===== src/common/mlc_pkg.sv =====
package mlc_pkg;
    // instruction classes on the i/o bus
    typedef enum logic [1:0] {
        MLC_CP  = 2'b00,
        MLC_SKS = 2'b01,
        MLC_INA = 2'b10,
        MLC_OTA = 2'b11
    } mlc_op_t;
    localparam int NLINES = 16;
    localparam logic [5:0] DEV_ADDR_DEF = 6'h15; // arbitrary value
    // control pulse functions
    localparam logic [3:0] FN_STOP_CLK = 4'h0;
    localparam logic [3:0] FN_STEP_CLK = 4'h1;
    localparam logic [3:0] FN_NORMAL = 4'ha;
    localparam logic [3:0] FN_DIAG = 4'hb;
    localparam logic [3:0] FN_SET_MASK = 4'hd;
    localparam logic [3:0] FN_CLR_MASK = 4'he;
    localparam logic [3:0] FN_INIT = 4'hf;
    // skip test
    localparam logic [3:0] FN_NOT_INTR = 4'h4;
    // input functions
    localparam logic [3:0] FN_IN_MODEM = 4'h0;
    localparam logic [3:0] FN_IN_STATUS = 4'h7;
    localparam logic [3:0] FN_IN_ID = 4'h9;
    // output functions
    localparam logic [3:0] FN_OUT_LINE_SEL = 4'h0;
    localparam logic [3:0] FN_OUT_CONFIG = 4'h1;
    localparam logic [3:0] FN_OUT_CONTROL = 4'h2;
    localparam logic [3:0] FN_OUT_MODEM = 4'h3;
    localparam logic [3:0] FN_OUT_USER_CLK = 4'hf;
    // config word fields (bit 0 = word bit 16)
    localparam int CFG_LINE_LSB = 12;
    localparam int CFG_SIZE_LSB = 0;
    localparam int CFG_STOP_BIT = 2;
    localparam int CFG_PAR_EN_BIT = 3;
    localparam int CFG_PAR_ODD_BIT = 4;
    localparam int CFG_SPEED_LSB = 5;
    localparam int CFG_MODEM_BIT = 8;
    localparam int CFG_ECHO_BIT = 9;
    // modem control word bits: 16 rts, 15 dtr, 14 originate
    localparam int MC_RTS_BIT = 0;
    localparam int MC_DTR_BIT = 1;
    localparam int MC_ORIG_BIT = 2;
    // status word bit positions
    localparam int ST_DIAG_BIT = 15;
    localparam int ST_MASK_BIT = 14;
    localparam int ST_RUN_BIT = 4;
    localparam int ST_INTR_BIT = 0;
    // busy time
    localparam int CLK_MHZ = 250;
    localparam int BUSY_US = 20;
    localparam int BUSY_CYC = BUSY_US * CLK_MHZ;
    // fixed rate table, baud * 10 (index 0..7 except 4, which is SPEED_USER)
    localparam int RATE_X10_0 = 1100;
    localparam int RATE_X10_1 = 1345;
    localparam int RATE_X10_2 = 3000;
    localparam int RATE_X10_3 = 12000;
    localparam int RATE_X10_5 = 750;
    localparam int RATE_X10_6 = 1500;
    localparam int RATE_X10_7 = 18000;
    localparam logic [2:0] SPEED_USER = 3'h4;
endpackage : mlc_pkg


===== src/common/mlc_bus_if.sv =====
`timescale 1ns/1ns
interface mlc_bus_if;
    logic strobe;
    mlc_pkg::mlc_op_t op;
    logic [3:0] func;
    logic [5:0] dev;
    logic [15:0] wdata;
    logic [15:0] rdata;
    logic ready;
    logic skip;
    logic irq;
    modport dev_mp (input strobe, input op, input func, input dev,
        input wdata, output rdata, output ready, output skip, output irq);
    modport host_mp (output strobe, output op, output func, output dev,
        output wdata, input rdata, input ready, input skip, input irq);
endinterface : mlc_bus_if


===== src/rtl/mlc_dev.sv =====
`timescale 1ns/1ns
module mlc_dev #(
    parameter logic [5:0] DEV_ADDR = mlc_pkg::DEV_ADDR_DEF,
    parameter logic [15:0] ID_CODE = 16'h002a, // arbitrary value
    parameter bit FULL_MODEM = 1'b1,
    parameter int BUSY_CYCLES = mlc_pkg::BUSY_CYC,
    parameter int FIFO_DEPTH = 16
) (
    input wire logic clk_i,
    input wire logic resetn_i,
    mlc_bus_if.dev_mp bus,
    input wire logic [15:0] modem_status_i,
    input wire logic pend_intr_i,
    output logic [3:0] modem_ctl_o [mlc_pkg::NLINES],
    output logic [15:0] line_cfg_o [mlc_pkg::NLINES],
    output logic [15:0] line_ctl_o [mlc_pkg::NLINES],
    output logic [11:0] user_preset_o,
    output logic sys_clk_en_o,
    output logic tx_valid_o,
    input wire logic tx_ready_i,
    output logic [15:0] tx_data_o
);
    logic diag_r, diag_nxt, run_r, run_nxt, step_r, step_nxt;
    logic mask_r, mask_nxt;
    logic [4:0] scan_r, scan_nxt;
    logic [13:0] busy_r, busy_nxt;
    logic [3:0] sel_r, sel_nxt;
    logic [15:0] rdata_r, rdata_nxt;
    logic [11:0] pre_r, pre_nxt;
    logic [15:0] cfg_r [mlc_pkg::NLINES];
    logic [15:0] ctl_r [mlc_pkg::NLINES];
    logic [3:0] mc_r [mlc_pkg::NLINES];
    logic hit, clearing, busy, irq, fifo_in_rdy;
    logic [3:0] wl;

    assign hit = bus.strobe && bus.dev == DEV_ADDR;
    assign clearing = !scan_r[4];
    assign busy = busy_r != '0;
    assign irq = pend_intr_i && mask_r && run_r;
    assign wl = bus.wdata[mlc_pkg::CFG_LINE_LSB +: 4];
    assign bus.irq = irq;
    assign bus.rdata = rdata_r;
    assign bus.ready = !clearing;
    always_comb begin
        bus.skip = 1'b0;
        if (hit && !clearing) begin
            unique case (bus.op)
                mlc_pkg::MLC_SKS: bus.skip =
                    bus.func == mlc_pkg::FN_NOT_INTR && !irq;
                mlc_pkg::MLC_INA: bus.skip =
                    bus.func == mlc_pkg::FN_IN_STATUS || !busy;
                mlc_pkg::MLC_OTA: bus.skip = !busy && fifo_in_rdy;
                mlc_pkg::MLC_CP: bus.skip = 1'b0;
            endcase
        end
    end
    assign sys_clk_en_o = run_r || step_r;
    assign user_preset_o = pre_r;
    always_comb begin
        for (int i = 0; i < mlc_pkg::NLINES; i++) begin
            modem_ctl_o[i] = mc_r[i];
            line_cfg_o[i] = cfg_r[i];
            line_ctl_o[i] = ctl_r[i];
        end
    end

    always_comb begin
        diag_nxt = diag_r;
        run_nxt = run_r;
        step_nxt = 1'b0;
        mask_nxt = mask_r;
        scan_nxt = clearing ? scan_r + 5'h01 : scan_r;
        busy_nxt = busy ? busy_r - 14'h0001 : busy_r;
        sel_nxt = sel_r;
        rdata_nxt = rdata_r;
        pre_nxt = pre_r;
        // pulses wait out the clearing scan like every other instruction
        if (hit && !clearing && bus.op == mlc_pkg::MLC_CP) begin
            unique case (bus.func)
                mlc_pkg::FN_STOP_CLK: if (diag_r) run_nxt = 1'b0;
                mlc_pkg::FN_STEP_CLK: step_nxt = diag_r;
                mlc_pkg::FN_NORMAL: diag_nxt = 1'b0;
                mlc_pkg::FN_DIAG: diag_nxt = 1'b1;
                mlc_pkg::FN_SET_MASK: mask_nxt = 1'b1;
                mlc_pkg::FN_CLR_MASK: mask_nxt = 1'b0;
                mlc_pkg::FN_INIT: begin
                    diag_nxt = 1'b0;
                    run_nxt = 1'b1;
                    mask_nxt = 1'b0;
                    scan_nxt = 5'h00;
                    busy_nxt = '0;
                    sel_nxt = '0;
                    rdata_nxt = '0;
                    pre_nxt = '0;
                end
                default: ;
            endcase
        end else if (bus.skip && bus.op == mlc_pkg::MLC_INA) begin
            unique case (bus.func)
                mlc_pkg::FN_IN_MODEM:
                    rdata_nxt = {15'h0000, modem_status_i[sel_r]};
                mlc_pkg::FN_IN_STATUS: begin
                    rdata_nxt = '0;
                    rdata_nxt[mlc_pkg::ST_DIAG_BIT] = diag_r;
                    rdata_nxt[mlc_pkg::ST_MASK_BIT] = mask_r;
                    rdata_nxt[mlc_pkg::ST_RUN_BIT] = run_r;
                    rdata_nxt[mlc_pkg::ST_INTR_BIT] = irq;
                end
                mlc_pkg::FN_IN_ID: rdata_nxt = ID_CODE;
                default: rdata_nxt = '0;
            endcase
        end else if (bus.skip && bus.op == mlc_pkg::MLC_OTA) begin
            // shared control logic stays busy after each output transfer
            busy_nxt = 14'(BUSY_CYCLES);
            unique case (bus.func)
                mlc_pkg::FN_OUT_LINE_SEL: sel_nxt = bus.wdata[3:0];
                mlc_pkg::FN_OUT_USER_CLK: pre_nxt = bus.wdata[11:0];
                default: ;
            endcase
        end
    end

    always_ff @(posedge clk_i or negedge resetn_i) begin
        if (!resetn_i) begin
            diag_r <= 1'b0;
            run_r <= 1'b1;
            step_r <= 1'b0;
            mask_r <= 1'b0;
            scan_r <= 5'h00;
            busy_r <= '0;
            sel_r <= '0;
            rdata_r <= '0;
            pre_r <= '0;
        end else begin
            diag_r <= diag_nxt;
            run_r <= run_nxt;
            step_r <= step_nxt;
            mask_r <= mask_nxt;
            scan_r <= scan_nxt;
            busy_r <= busy_nxt;
            sel_r <= sel_nxt;
            rdata_r <= rdata_nxt;
            pre_r <= pre_nxt;
        end
    end

    // per-line tables; one line of the control table cleared per scan step
    always_ff @(posedge clk_i or negedge resetn_i) begin
        if (!resetn_i) begin
            for (int i = 0; i < mlc_pkg::NLINES; i++) begin
                cfg_r[i] <= '0;
                ctl_r[i] <= '0;
                mc_r[i] <= '0;
            end
        end else if (clearing) begin
            ctl_r[scan_r[3:0]] <= '0;
        end else if (bus.skip && bus.op == mlc_pkg::MLC_OTA) begin
            unique case (bus.func)
                mlc_pkg::FN_OUT_CONFIG: begin
                    // line engines use size, stops, parity, speed, echo
                    cfg_r[wl] <= bus.wdata;
                    if (!FULL_MODEM) begin
                        mc_r[wl] <= {3'h0,
                            bus.wdata[mlc_pkg::CFG_MODEM_BIT]};
                    end
                end
                mlc_pkg::FN_OUT_CONTROL: ctl_r[wl] <= bus.wdata;
                mlc_pkg::FN_OUT_MODEM: if (FULL_MODEM) begin
                    mc_r[wl] <= {1'b0,
                        bus.wdata[mlc_pkg::MC_ORIG_BIT],
                        bus.wdata[mlc_pkg::MC_DTR_BIT],
                        bus.wdata[mlc_pkg::MC_RTS_BIT]};
                end
                default: ;
            endcase
        end
    end

    // accepted output words are queued for the line engines
    mlc_fifo #(.WIDTH(16), .DEPTH(FIFO_DEPTH)) u_fifo (
        .clk_i(clk_i),
        .resetn_i(resetn_i),
        .in_valid_i(bus.skip && bus.op == mlc_pkg::MLC_OTA),
        .in_ready_o(fifo_in_rdy),
        .in_data_i(bus.wdata),
        .out_valid_o(tx_valid_o),
        .out_ready_i(tx_ready_i),
        .out_data_o(tx_data_o)
    );
endmodule : mlc_dev


===== src/rtl/mlc_fifo.sv =====
`timescale 1ns/1ns
module mlc_fifo #(
    parameter int WIDTH = 8,
    parameter int DEPTH = 16
) (
    input wire logic clk_i,
    input wire logic resetn_i,
    input wire logic in_valid_i,
    output logic in_ready_o,
    input wire logic [WIDTH-1:0] in_data_i,
    output logic out_valid_o,
    input wire logic out_ready_i,
    output logic [WIDTH-1:0] out_data_o
);
    localparam int AW = $clog2(DEPTH);
    logic [WIDTH-1:0] mem [DEPTH];
    logic [AW:0] wp_r, wp_nxt, rp_r, rp_nxt;
    logic push, pop;
    assign in_ready_o = (wp_r - rp_r) != (AW+1)'(DEPTH);
    assign out_valid_o = wp_r != rp_r;
    assign out_data_o = mem[rp_r[AW-1:0]];
    always_comb begin
        push = in_valid_i && in_ready_o;
        pop = out_valid_o && out_ready_i;
        wp_nxt = push ? wp_r + 1'b1 : wp_r;
        rp_nxt = pop ? rp_r + 1'b1 : rp_r;
    end
    always_ff @(posedge clk_i or negedge resetn_i) begin
        if (!resetn_i) begin
            wp_r <= '0;
            rp_r <= '0;
        end else begin
            wp_r <= wp_nxt;
            rp_r <= rp_nxt;
        end
    end
    always_ff @(posedge clk_i) begin
        if (push) begin
            mem[wp_r[AW-1:0]] <= in_data_i;
        end
    end
endmodule : mlc_fifo


===== src/flat_wrapper.sv =====
// flat-port wrapper written by rule: the top's interface ports become plain ports
module mlc_dev_flat 
#(
    parameter logic [5:0] DEV_ADDR = mlc_pkg::DEV_ADDR_DEF,
    parameter logic [15:0] ID_CODE = 16'h002a,                   
    parameter bit FULL_MODEM = 1'b1,
    parameter int BUSY_CYCLES = mlc_pkg::BUSY_CYC,
    parameter int FIFO_DEPTH = 16
)
  (clk_i, resetn_i, modem_status_i, pend_intr_i, modem_ctl_o, line_cfg_o, line_ctl_o, user_preset_o, sys_clk_en_o, tx_valid_o, tx_ready_i, tx_data_o, bus_strobe, bus_op, bus_func, bus_dev, bus_wdata, bus_rdata, bus_ready, bus_skip, bus_irq);
  mlc_bus_if bus_i ();
  input wire logic clk_i;
  input wire logic resetn_i;
  input wire logic [15:0] modem_status_i;
  input wire logic pend_intr_i;
  output logic [3:0] modem_ctl_o[mlc_pkg::NLINES];
  output logic [15:0] line_cfg_o[mlc_pkg::NLINES];
  output logic [15:0] line_ctl_o[mlc_pkg::NLINES];
  output logic [11:0] user_preset_o;
  output logic sys_clk_en_o;
  output logic tx_valid_o;
  input wire logic tx_ready_i;
  output logic [15:0] tx_data_o;
  input wire logic [$bits(bus_i.strobe)-1:0] bus_strobe;
  input wire logic [$bits(bus_i.op)-1:0] bus_op;
  input wire logic [$bits(bus_i.func)-1:0] bus_func;
  input wire logic [$bits(bus_i.dev)-1:0] bus_dev;
  input wire logic [$bits(bus_i.wdata)-1:0] bus_wdata;
  output wire logic [$bits(bus_i.rdata)-1:0] bus_rdata;
  output wire logic [$bits(bus_i.ready)-1:0] bus_ready;
  output wire logic [$bits(bus_i.skip)-1:0] bus_skip;
  output wire logic [$bits(bus_i.irq)-1:0] bus_irq;
  assign bus_i.strobe = bus_strobe;
  assign bus_i.op = bus_op;
  assign bus_i.func = bus_func;
  assign bus_i.dev = bus_dev;
  assign bus_i.wdata = bus_wdata;
  assign bus_rdata = bus_i.rdata;
  assign bus_ready = bus_i.ready;
  assign bus_skip = bus_i.skip;
  assign bus_irq = bus_i.irq;
  mlc_dev #(.DEV_ADDR(DEV_ADDR), .ID_CODE(ID_CODE), .FULL_MODEM(FULL_MODEM), .BUSY_CYCLES(BUSY_CYCLES), .FIFO_DEPTH(FIFO_DEPTH)) u_core (.clk_i(clk_i), .resetn_i(resetn_i), .bus(bus_i), .modem_status_i(modem_status_i), .pend_intr_i(pend_intr_i), .modem_ctl_o(modem_ctl_o), .line_cfg_o(line_cfg_o), .line_ctl_o(line_ctl_o), .user_preset_o(user_preset_o), .sys_clk_en_o(sys_clk_en_o), .tx_valid_o(tx_valid_o), .tx_ready_i(tx_ready_i), .tx_data_o(tx_data_o));
endmodule

===== config.mk =====
export PLATFORM = sky130hd
export DESIGN_NAME = mlc_dev_flat
export DESIGN_NICKNAME = d
export VERILOG_FILES = /design/src/common/mlc_pkg.sv /design/src/common/mlc_bus_if.sv /design/src/rtl/mlc_dev.sv /design/src/rtl/mlc_fifo.sv /design/src/flat_wrapper.sv
export SDC_FILE = /design/constraint.sdc
export NUM_CORES = 1
export LEC_CHECK = 0
export BUFFER_PORTS_ARGS = -buffer_cell sky130_fd_sc_hd__buf_4
export CAP_MARGIN = 20
export CORE_UTILIZATION = 50
export CTS_BUF_LIST = sky130_fd_sc_hd__clkbuf_8
export CTS_CLUSTER_DIAMETER = 40
export DETAILED_ROUTE_END_ITERATION = 12
export GPL_ROUTABILITY_DRIVEN = 0
export PLACE_DENSITY = 0.76
export SYNTH_ARGS = -nofsm -noshare
export SYNTH_HDL_FRONTEND = slang
export SYNTH_SLANG_ARGS = --single-unit

===== constraint.sdc =====
create_clock -name clk_i -period 4.1 [get_ports clk_i]
set_input_delay 0.615 -clock clk_i [delete_from_list [all_inputs] [get_ports clk_i]]
set_output_delay 0.615 -clock clk_i [all_outputs]
set_load 0.02 [all_outputs]

==> results of run 1 <==
[placed cells by master, fill, tap and decap left out, types with 28 or more instances in the layout]
cell	Yosys	routed
o21ai_0	108	108
dfrtp_1	613	610
nor2b_1	28	28
mux2_2	234	234
nor2_1	162	162
nand3_1	87	87
a221o_1	120	120
buf_4	27	714
edfxtp_1	256	256
mux4_2	85	85
and3_1	40	40
nand2_1	260	260
inv_1	14	64
and2_1	42	42
clkbuf_8	0	174
[per-layer routing]
metal | global-route usage | share of wire | vias up
li1 | - | - | 10400
met1 | 0.391 | 0.37 | 12800
met2 | 0.509 | 0.48 | 1260
met3 | 0.0869 | 0.084 | 348
met4 | 0.193 | 0.062 | 4
met5 | 0 | 0.00024 | -
[logic make-up (layout without fill, tap and decap cells)]
family / after synthesis / after routing
DFF: 870 / 870
and+or+nand+nor: 774 / 774
muxes: 327 / 327
AOI/OAI and AO/OA: 272 / 272
buffers and inverters: 217 / 1012
xor gates and xnor gates: 25 / 25
adders and majority gates: 14 / 14
other: 1 / 30
[worst register-to-register path, stage by stage, from the launching register on]
cell	delay, ns
dfrtp_4	0.61
nand4b_1	0.44
nor2_1	0.38
and2_1	0.43
and4_1	0.65
nand2_1	0.21
nor3_2	0.13
buf_4	0.32
[final timing paths]
| check | slack, ns | cells past startpoint | from | to |
|---|---|---|---|---|
| setup / recovery | 0.28 | 9 | u_core.u_fifo.wp_r[3] | bus_skip |
| hold / removal | 0.13 | 2 | bus_func[2] | u_core.step_r |
| setup reg to reg | 0.59 | 7 | u_core.scan_r[4] | u_core.u_fifo.mem[3][3] |
| hold reg to reg | 0.47 | 1 | u_core.line_cfg_o[12] | u_core.line_cfg_o[12] |
| max in group asynchronous | 2.47 | 3 | resetn_i | u_core.sel_r[2] |
| min in group asynchronous | 0.48 | 2 | resetn_i | u_core.line_ctl_o[62] |
[power by group through the flow]
stage	combinational (mW)	sequential, mW	clock [mW]
6_report	2.58	9.08	7.81
5_1_grt	2.76	9.08	8.30
4_1_cts	2.61	9.08	7.94
3_5_place_dp	2.61	9.24	0
3_3_place_gp	2.55	9.24	0
2_1_floorplan	1.70	9.23	0
[registers in the layout, summed over array words and instances (netlist names)]
name	flops
u_core.line_cfg_o	256
u_core.u_fifo.wp_r	5
u_core.diag_r	1
u_core.mask_r	1
u_core.u_fifo.rp_r	5
u_core.step_r	1
u_core.bus.rdata	5
u_core.modem_ctl_o	48
u_core.line_ctl_o	256
u_core.scan_r	5
u_core.sel_r	4
u_core.busy_r	14
u_core.user_preset_o	12
u_core.run_r	1
u_core.u_fifo.mem	256
[area by class of cell]
| class | instances | area share |
|---|---|---|
| Clock buffer | 174 | 0.0546 |
| Timing Repair Buffer | 724 | 0.126 |
| Sequential cell | 870 | 0.525 |
| Inverter | 15 | 0.00128 |
| Clock inverter | 99 | 0.0139 |
| Multi-Input combinational cell | 1437 | 0.252 |
| Tap cell | 931 | 0.0265 |
| Antenna cell | 5 | 0.000285 |
[per-stage QoR]
stage	total power, mW	utilization	setup WS [ns]	hold WS, ns	cell area, µm²
3_5_place_dp	11.8	0.593	0.520	0.454	40800
6_report	19.5	0.638	0.277	0.131	43900
3_3_place_gp	11.8	0.593	0.590	0.453	40800
2_1_floorplan	10.9	-	0.154	0.319	35000
4_1_cts	19.6	0.637	0.209	0.0635	43800
5_1_grt	20.1	0.638	0.0190	0.0982	43900
[timing repair]
action                                  CTS  global route
hold endpoints to repair                100             0
buffers inserted                          0             0
endpoints found under the setup margin    0             0
hold buffers                              1             0
==> flow_metrics.py, run 1 <==
metrics = {
    "logic_synthesis": {
        "synth_seq_cells": 870,
        "synth_top_family_by_area": "multiplexers",
        "yosys_warnings": 0,
        "yosys-top-cells-area": "dfrtp_1 44%, edfxtp_1 22%, mux2_2 7.5%, mux4_2 5.5%, a221o_1 3.4%",
        "synth_cell_types": 72,
        "synth_fa_ha_area_frac": 0.00501,
        "synthMuxAreaShare": 0.133,
        "syn_inst": 2500,
        "syn_area_mm2": 0.0349,
        "ys_async_sr_fraction": 0.706,
        "synthXorXnorAreaFrac": 0.00670,
        "synthTopCellsByCount": "613 x dfrtp_1, 260 x nand2_1, 256 x edfxtp_1",
        "yosysMostFrequentCell": "dfrtp_1",
        "synthFlopType": "dfrtp_1",
        "avgSynthCellArea_um2": 14.0,
        "synth_area_leader_cell": "dfrtp_1",
        "yosysSeqAreaShare": 0.660,
        "synth-edff-count": 256,
        "synthSimpleGateAreaFrac": 0.109,
        "synth_compound_area_frac": 0.0591,
        "yosysTopAreaCellShare": 0.439,
    },
    "placed_design": {
        "portBuffers": 648,
        "post-place-cells": 3971,
        "dp_hpwl_um": 77300,
    },
    "power_and_ir_drop": {
        "netSwitchingFraction": 0.265,
        "seqPwrFrac": 0.466,
        "p_sw_mw": 5.16,
        "peakVddDrop_v": 0.000408,
        "power_density_mw_per_mm2": 444,
        "p_int_mw": 14.3,
        "clock_power_share": 0.401,
        "power_frac_comb": 0.133,
        "leakage_nw": 20.7,
    },
    "grt": {
        "grt_pass1_wl_um": 167000,
        "grt_pass1_vias": 25600,
        "globalRoute.totalOverflow": 0,
        "antenna_found_initial": 8,
        "grt_max_degree": 147,
        "grt_usage": 0.320,
    },
    "sta": {
        "setup_viol": 0,
        "rsz0062_at_grt": "false",
        "hold_viol": 0,
        "fin_crit_sh": 0.932,
        "maxSlewViolCount": 0,
        "tightest_slew_ns": 1.16,
        "fin_crit_ns": 3.82,
        "fmax_mhz": 262,
        "skew_ns": 0.0649,
        "final.setup.tns_ns": 0,
        "relSlewSlack": 0.229,
    },
    "flow_run": {
        "maxCapViolations": 0,
    },
    "routing": {
        "via_per_inst": 5.85,
        "drc": 0,
        "drt_iter0_markers": 2239,
        "wl_per_cell_um": 26.6,
        "drtAntennaViolNets": 0,
        "vias": 24900,
        "first_pass_iters": 6,
        "routed_wl_um": 113000,
    },
    "min_path": {
        "hold_path_class": "input port to register",
    },
    "die": {
        "die_y_um": 266,
        "core_mm2": 0.0688,
        "row_count": 96,
        "start_util": 0.508,
        "die_width_um": 266,
        "design.die.area_mm2": 0.0710,
        "ios": 674,
    },
    "clocking": {
        "htreeDepth": 4,
        "clock-sinks": 870,
        "root_buffer": "clkbuf_8",
        "clkSlewWorstSetupHoldPaths_ns": 0.06,
        "cts_tree": "yes",
        "cts_resized": 0,
        "clk_latency_ns": 0.82,
        "clockBufferDepth": 3,
        "cts_made_buffers": 149,
    },
    "final_layout": {
        "final_nets": 3260,
        "stdcell_count": 4255,
        "nFillCells": 5044,
        "multi_input_area_mm2": 0.0110,
        "layout-drive-gt1-share": 0.394,
        "regArea_mm2": 0.0231,
        "area_delta_synth_final_pct": 25.6,
    },
    "setup_path": {
        "crit_buf_inv": 2,
        "cp.arrival_ns": 3.21,
        "path_delay_family": "flip-flops",
        "cp-end-kind": "primary output",
        "crit_fanout": 14,
        "crit_chain": "ha_1, xor3_1, nor4_1, a41o_1, buf_4, o21ai_0, a21oi_1, nor2_1, buf_4",
        "crit_type": "register to primary output",
        "crit_path_frequent_cell": "buf_4",
        "startpoint_type": "register",
        "slowest_stage": "dfrtp_1",
        "cpPeakStageDelay_ns": 0.51,
        "critPathRequiredTime_ns": 3.48,
    },
    "status": {
        "status": "complete, no violations",
    },
}
Note: power is estimated with default switching activity, not from simulation.
==> inputs of run 2 (changes only) <==
--- a/constraint.sdc
+++ b/constraint.sdc
@@ -3,2 +3,2 @@
 set_output_delay 0.615 -clock clk_i [all_outputs]
-set_load 0.02 [all_outputs]
+set_load 0.005 [all_outputs]
==> run 2 against run 1 <==
Effect of this change:
- cell area up 0.12%
- sequential power about the same
- largest power group unchanged
- critical endpoint unchanged
- sequential share of layout area down 0.061 points
- die area unchanged
- global-route usage down 0.18 points
- highest routed layer unchanged
- cell count down 0.31%
- clock power up 2%
- total power down 0.29%
- critical path depth unchanged
- largest cell class unchanged
==> flow_metrics.py, run 2 (synthesis results as in run 1) <==
metrics = {
    "sta": {
        "setup_ws_ns": 0.255,
        "setup_viol": 0,
        "relSlewSlack": 0.214,
        "final.setup.tns_ns": 0,
        "tightest_slew_ns": 1.18,
        "fmax_mhz": 260,
        "whs_ns": 0.107,
        "fin_crit_ns": 3.85,
        "hold_viol": 0,
        "rsz0062_at_grt": "false",
        "maxSlewViolCount": 0,
        "skew_ns": 0.0369,
        "fin_crit_sh": 0.938,
    },
    "die": {
        "ios": 674,
        "die_y_um": 266,
        "start_util": 0.508,
        "design.die.area_mm2": 0.0710,
        "core_mm2": 0.0688,
        "die_width_um": 266,
        "row_count": 96,
    },
    "routing": {
        "drt_iter0_markers": 2278,
        "routed_wl_um": 114000,
        "via_per_inst": 5.90,
        "wl_per_cell_um": 26.8,
        "drtAntennaViolNets": 0,
        "first_pass_iters": 5,
        "drc": 0,
        "vias": 25000,
    },
    "setup_path": {
        "cpPeakStageDelay_ns": 0.49,
        "cp-end-kind": "primary output",
        "crit-reg2reg-launch": "u_core.scan_r[4]",
        "crit_chain": "ha_1, xor3_1, nor4_1, a41o_1, buf_4, o21ai_0, a21oi_1, nor2_1, buf_4",
        "slowest_stage": "dfrtp_1",
        "startpoint_type": "register",
        "r2r_slack_ns": 0.60,
        "rr_worst_depth": 6,
        "cp.arrival_ns": 3.23,
        "crit_path_frequent_cell": "buf_4",
        "r2r-end": "u_core.modem_ctl_o[40]",
        "critPathCapture": "bus_skip",
        "crit_type": "register to primary output",
        "cp-startpoint": "u_core.u_fifo.wp_r[3]",
        "critPathRequiredTime_ns": 3.48,
        "crit_fanout": 14,
    },
    "final_layout": {
        "multi_input_area_mm2": 0.0110,
        "final_common_cell": "buf_4",
        "mostFrequentLayoutCells": "718 x buf_4, 610 x dfrtp_1, 260 x nand2_1, 256 x edfxtp_1, 234 x mux2_2",
        "nFillCells": 4977,
        "layout-drive-gt1-share": 0.395,
        "stdcell_count": 4242,
        "final_nets": 3260,
        "regArea_mm2": 0.0231,
        "area_delta_synth_final_pct": 25.7,
    },
    "grt": {
        "antenna_found_initial": 5,
        "grt_max_degree": 96,
        "grt_usage": 0.318,
        "grt_pass1_wl_um": 165000,
        "grt_pass1_vias": 25200,
        "globalRoute.totalOverflow": 0,
    },
    "placed_design": {
        "portBuffers": 648,
        "dp_hpwl_um": 76800,
        "dp_slack_ns": 0.434,
        "post-place-cells": 3973,
    },
    "clocking": {
        "clock-sinks": 870,
        "cts_resized": 0,
        "htreeDepth": 4,
        "clk_latency_ns": 0.81,
        "cts_tree": "yes",
        "root_buffer": "clkbuf_8",
        "clockBufferDepth": 3,
        "clkSlewWorstSetupHoldPaths_ns": 0.06,
        "cts_made_buffers": 146,
    },
    "status": {
        "status": "complete, no violations",
    },
    "min_path": {
        "hold_path_depth": 2,
        "hold_path_class": "input port to register",
    },
    "flow_run": {
        "maxCapViolations": 0,
    },
    "power_and_ir_drop": {
        "power_mw": 19.4,
        "leakage_nw": 20.7,
        "power_density_mw_per_mm2": 442,
        "peakVddDrop_v": 0.000393,
    },
}
[run 2: cell count changes in the layout (fill, tap and decap cells not counted), sizes merged]
cell    before  now
inv         77   58
bufinv       3    7
buf        723  726
diode        5    2
clkbuf     174  176
[run 2: stage by stage]
step                 util  cell area, µm²
floorplan               -           35000
global placement    0.593           40800
detailed placement  0.593           40800
CTS                 0.638           43900
global route        0.638           43900
finish              0.638           43900
[run 2: report_power, final]
part | switching (mW) | internal [mW]
registers | 0.0734 | 9.01
clock network | 3.61 | 4.37
logic | 1.20 | 1.16
[run 2: cell type report]
class | instances | area share
diodes | 2 | 0.000114
clock buffers | 176 | 0.0551
clock inverters | 84 | 0.0143
inverters | 15 | 0.00128
multi-input cells | 1437 | 0.251
flip-flops and latches | 870 | 0.525
well taps | 931 | 0.0265
repair buffers | 727 | 0.126
[run 2: per-layer routing]
metal	part of all wire	wire, µm	track usage	vias to the layer above
met3	0.090	10200	0.0912	324
li1	-	-	-	10400
met5	0.00046	52	0	-
met2	0.49	55200	0.507	1394
met4	0.056	6380	0.170	6
met1	0.37	41900	0.394	12900
[run 2: critical path, delay by kind of cell (launching register included)]
kind,cells,cell delay [ns]
AOI/OAI and AO/OA,3,0.52
DFF,1,0.49
buffers and inverters,2,0.47
xor gates and xnor gates,1,0.42
and+or+nand+nor,2,0.35
adders and majority gates,1,0.20
[run 2: how the worst min path moves through the flow]
stage,end,startpoint
after floorplan,u_core.bus.rdata[0],resetn_i
after global placement,u_core.line_cfg_o[221],u_core.line_cfg_o[221]
after detailed placement,u_core.line_cfg_o[127],u_core.line_cfg_o[127]
after CTS,u_core.step_r,bus_func[2]
after global routing,u_core.step_r,bus_func[2]
final,u_core.step_r,bus_func[2]
[run 2: timing repair]
item / in CTS / in global routing
endpoints found under the setup margin: 0 / 0
setup buffers: 0 / 0
hold endpoints to repair: 86 / 0
hold buffers: 1 / 0
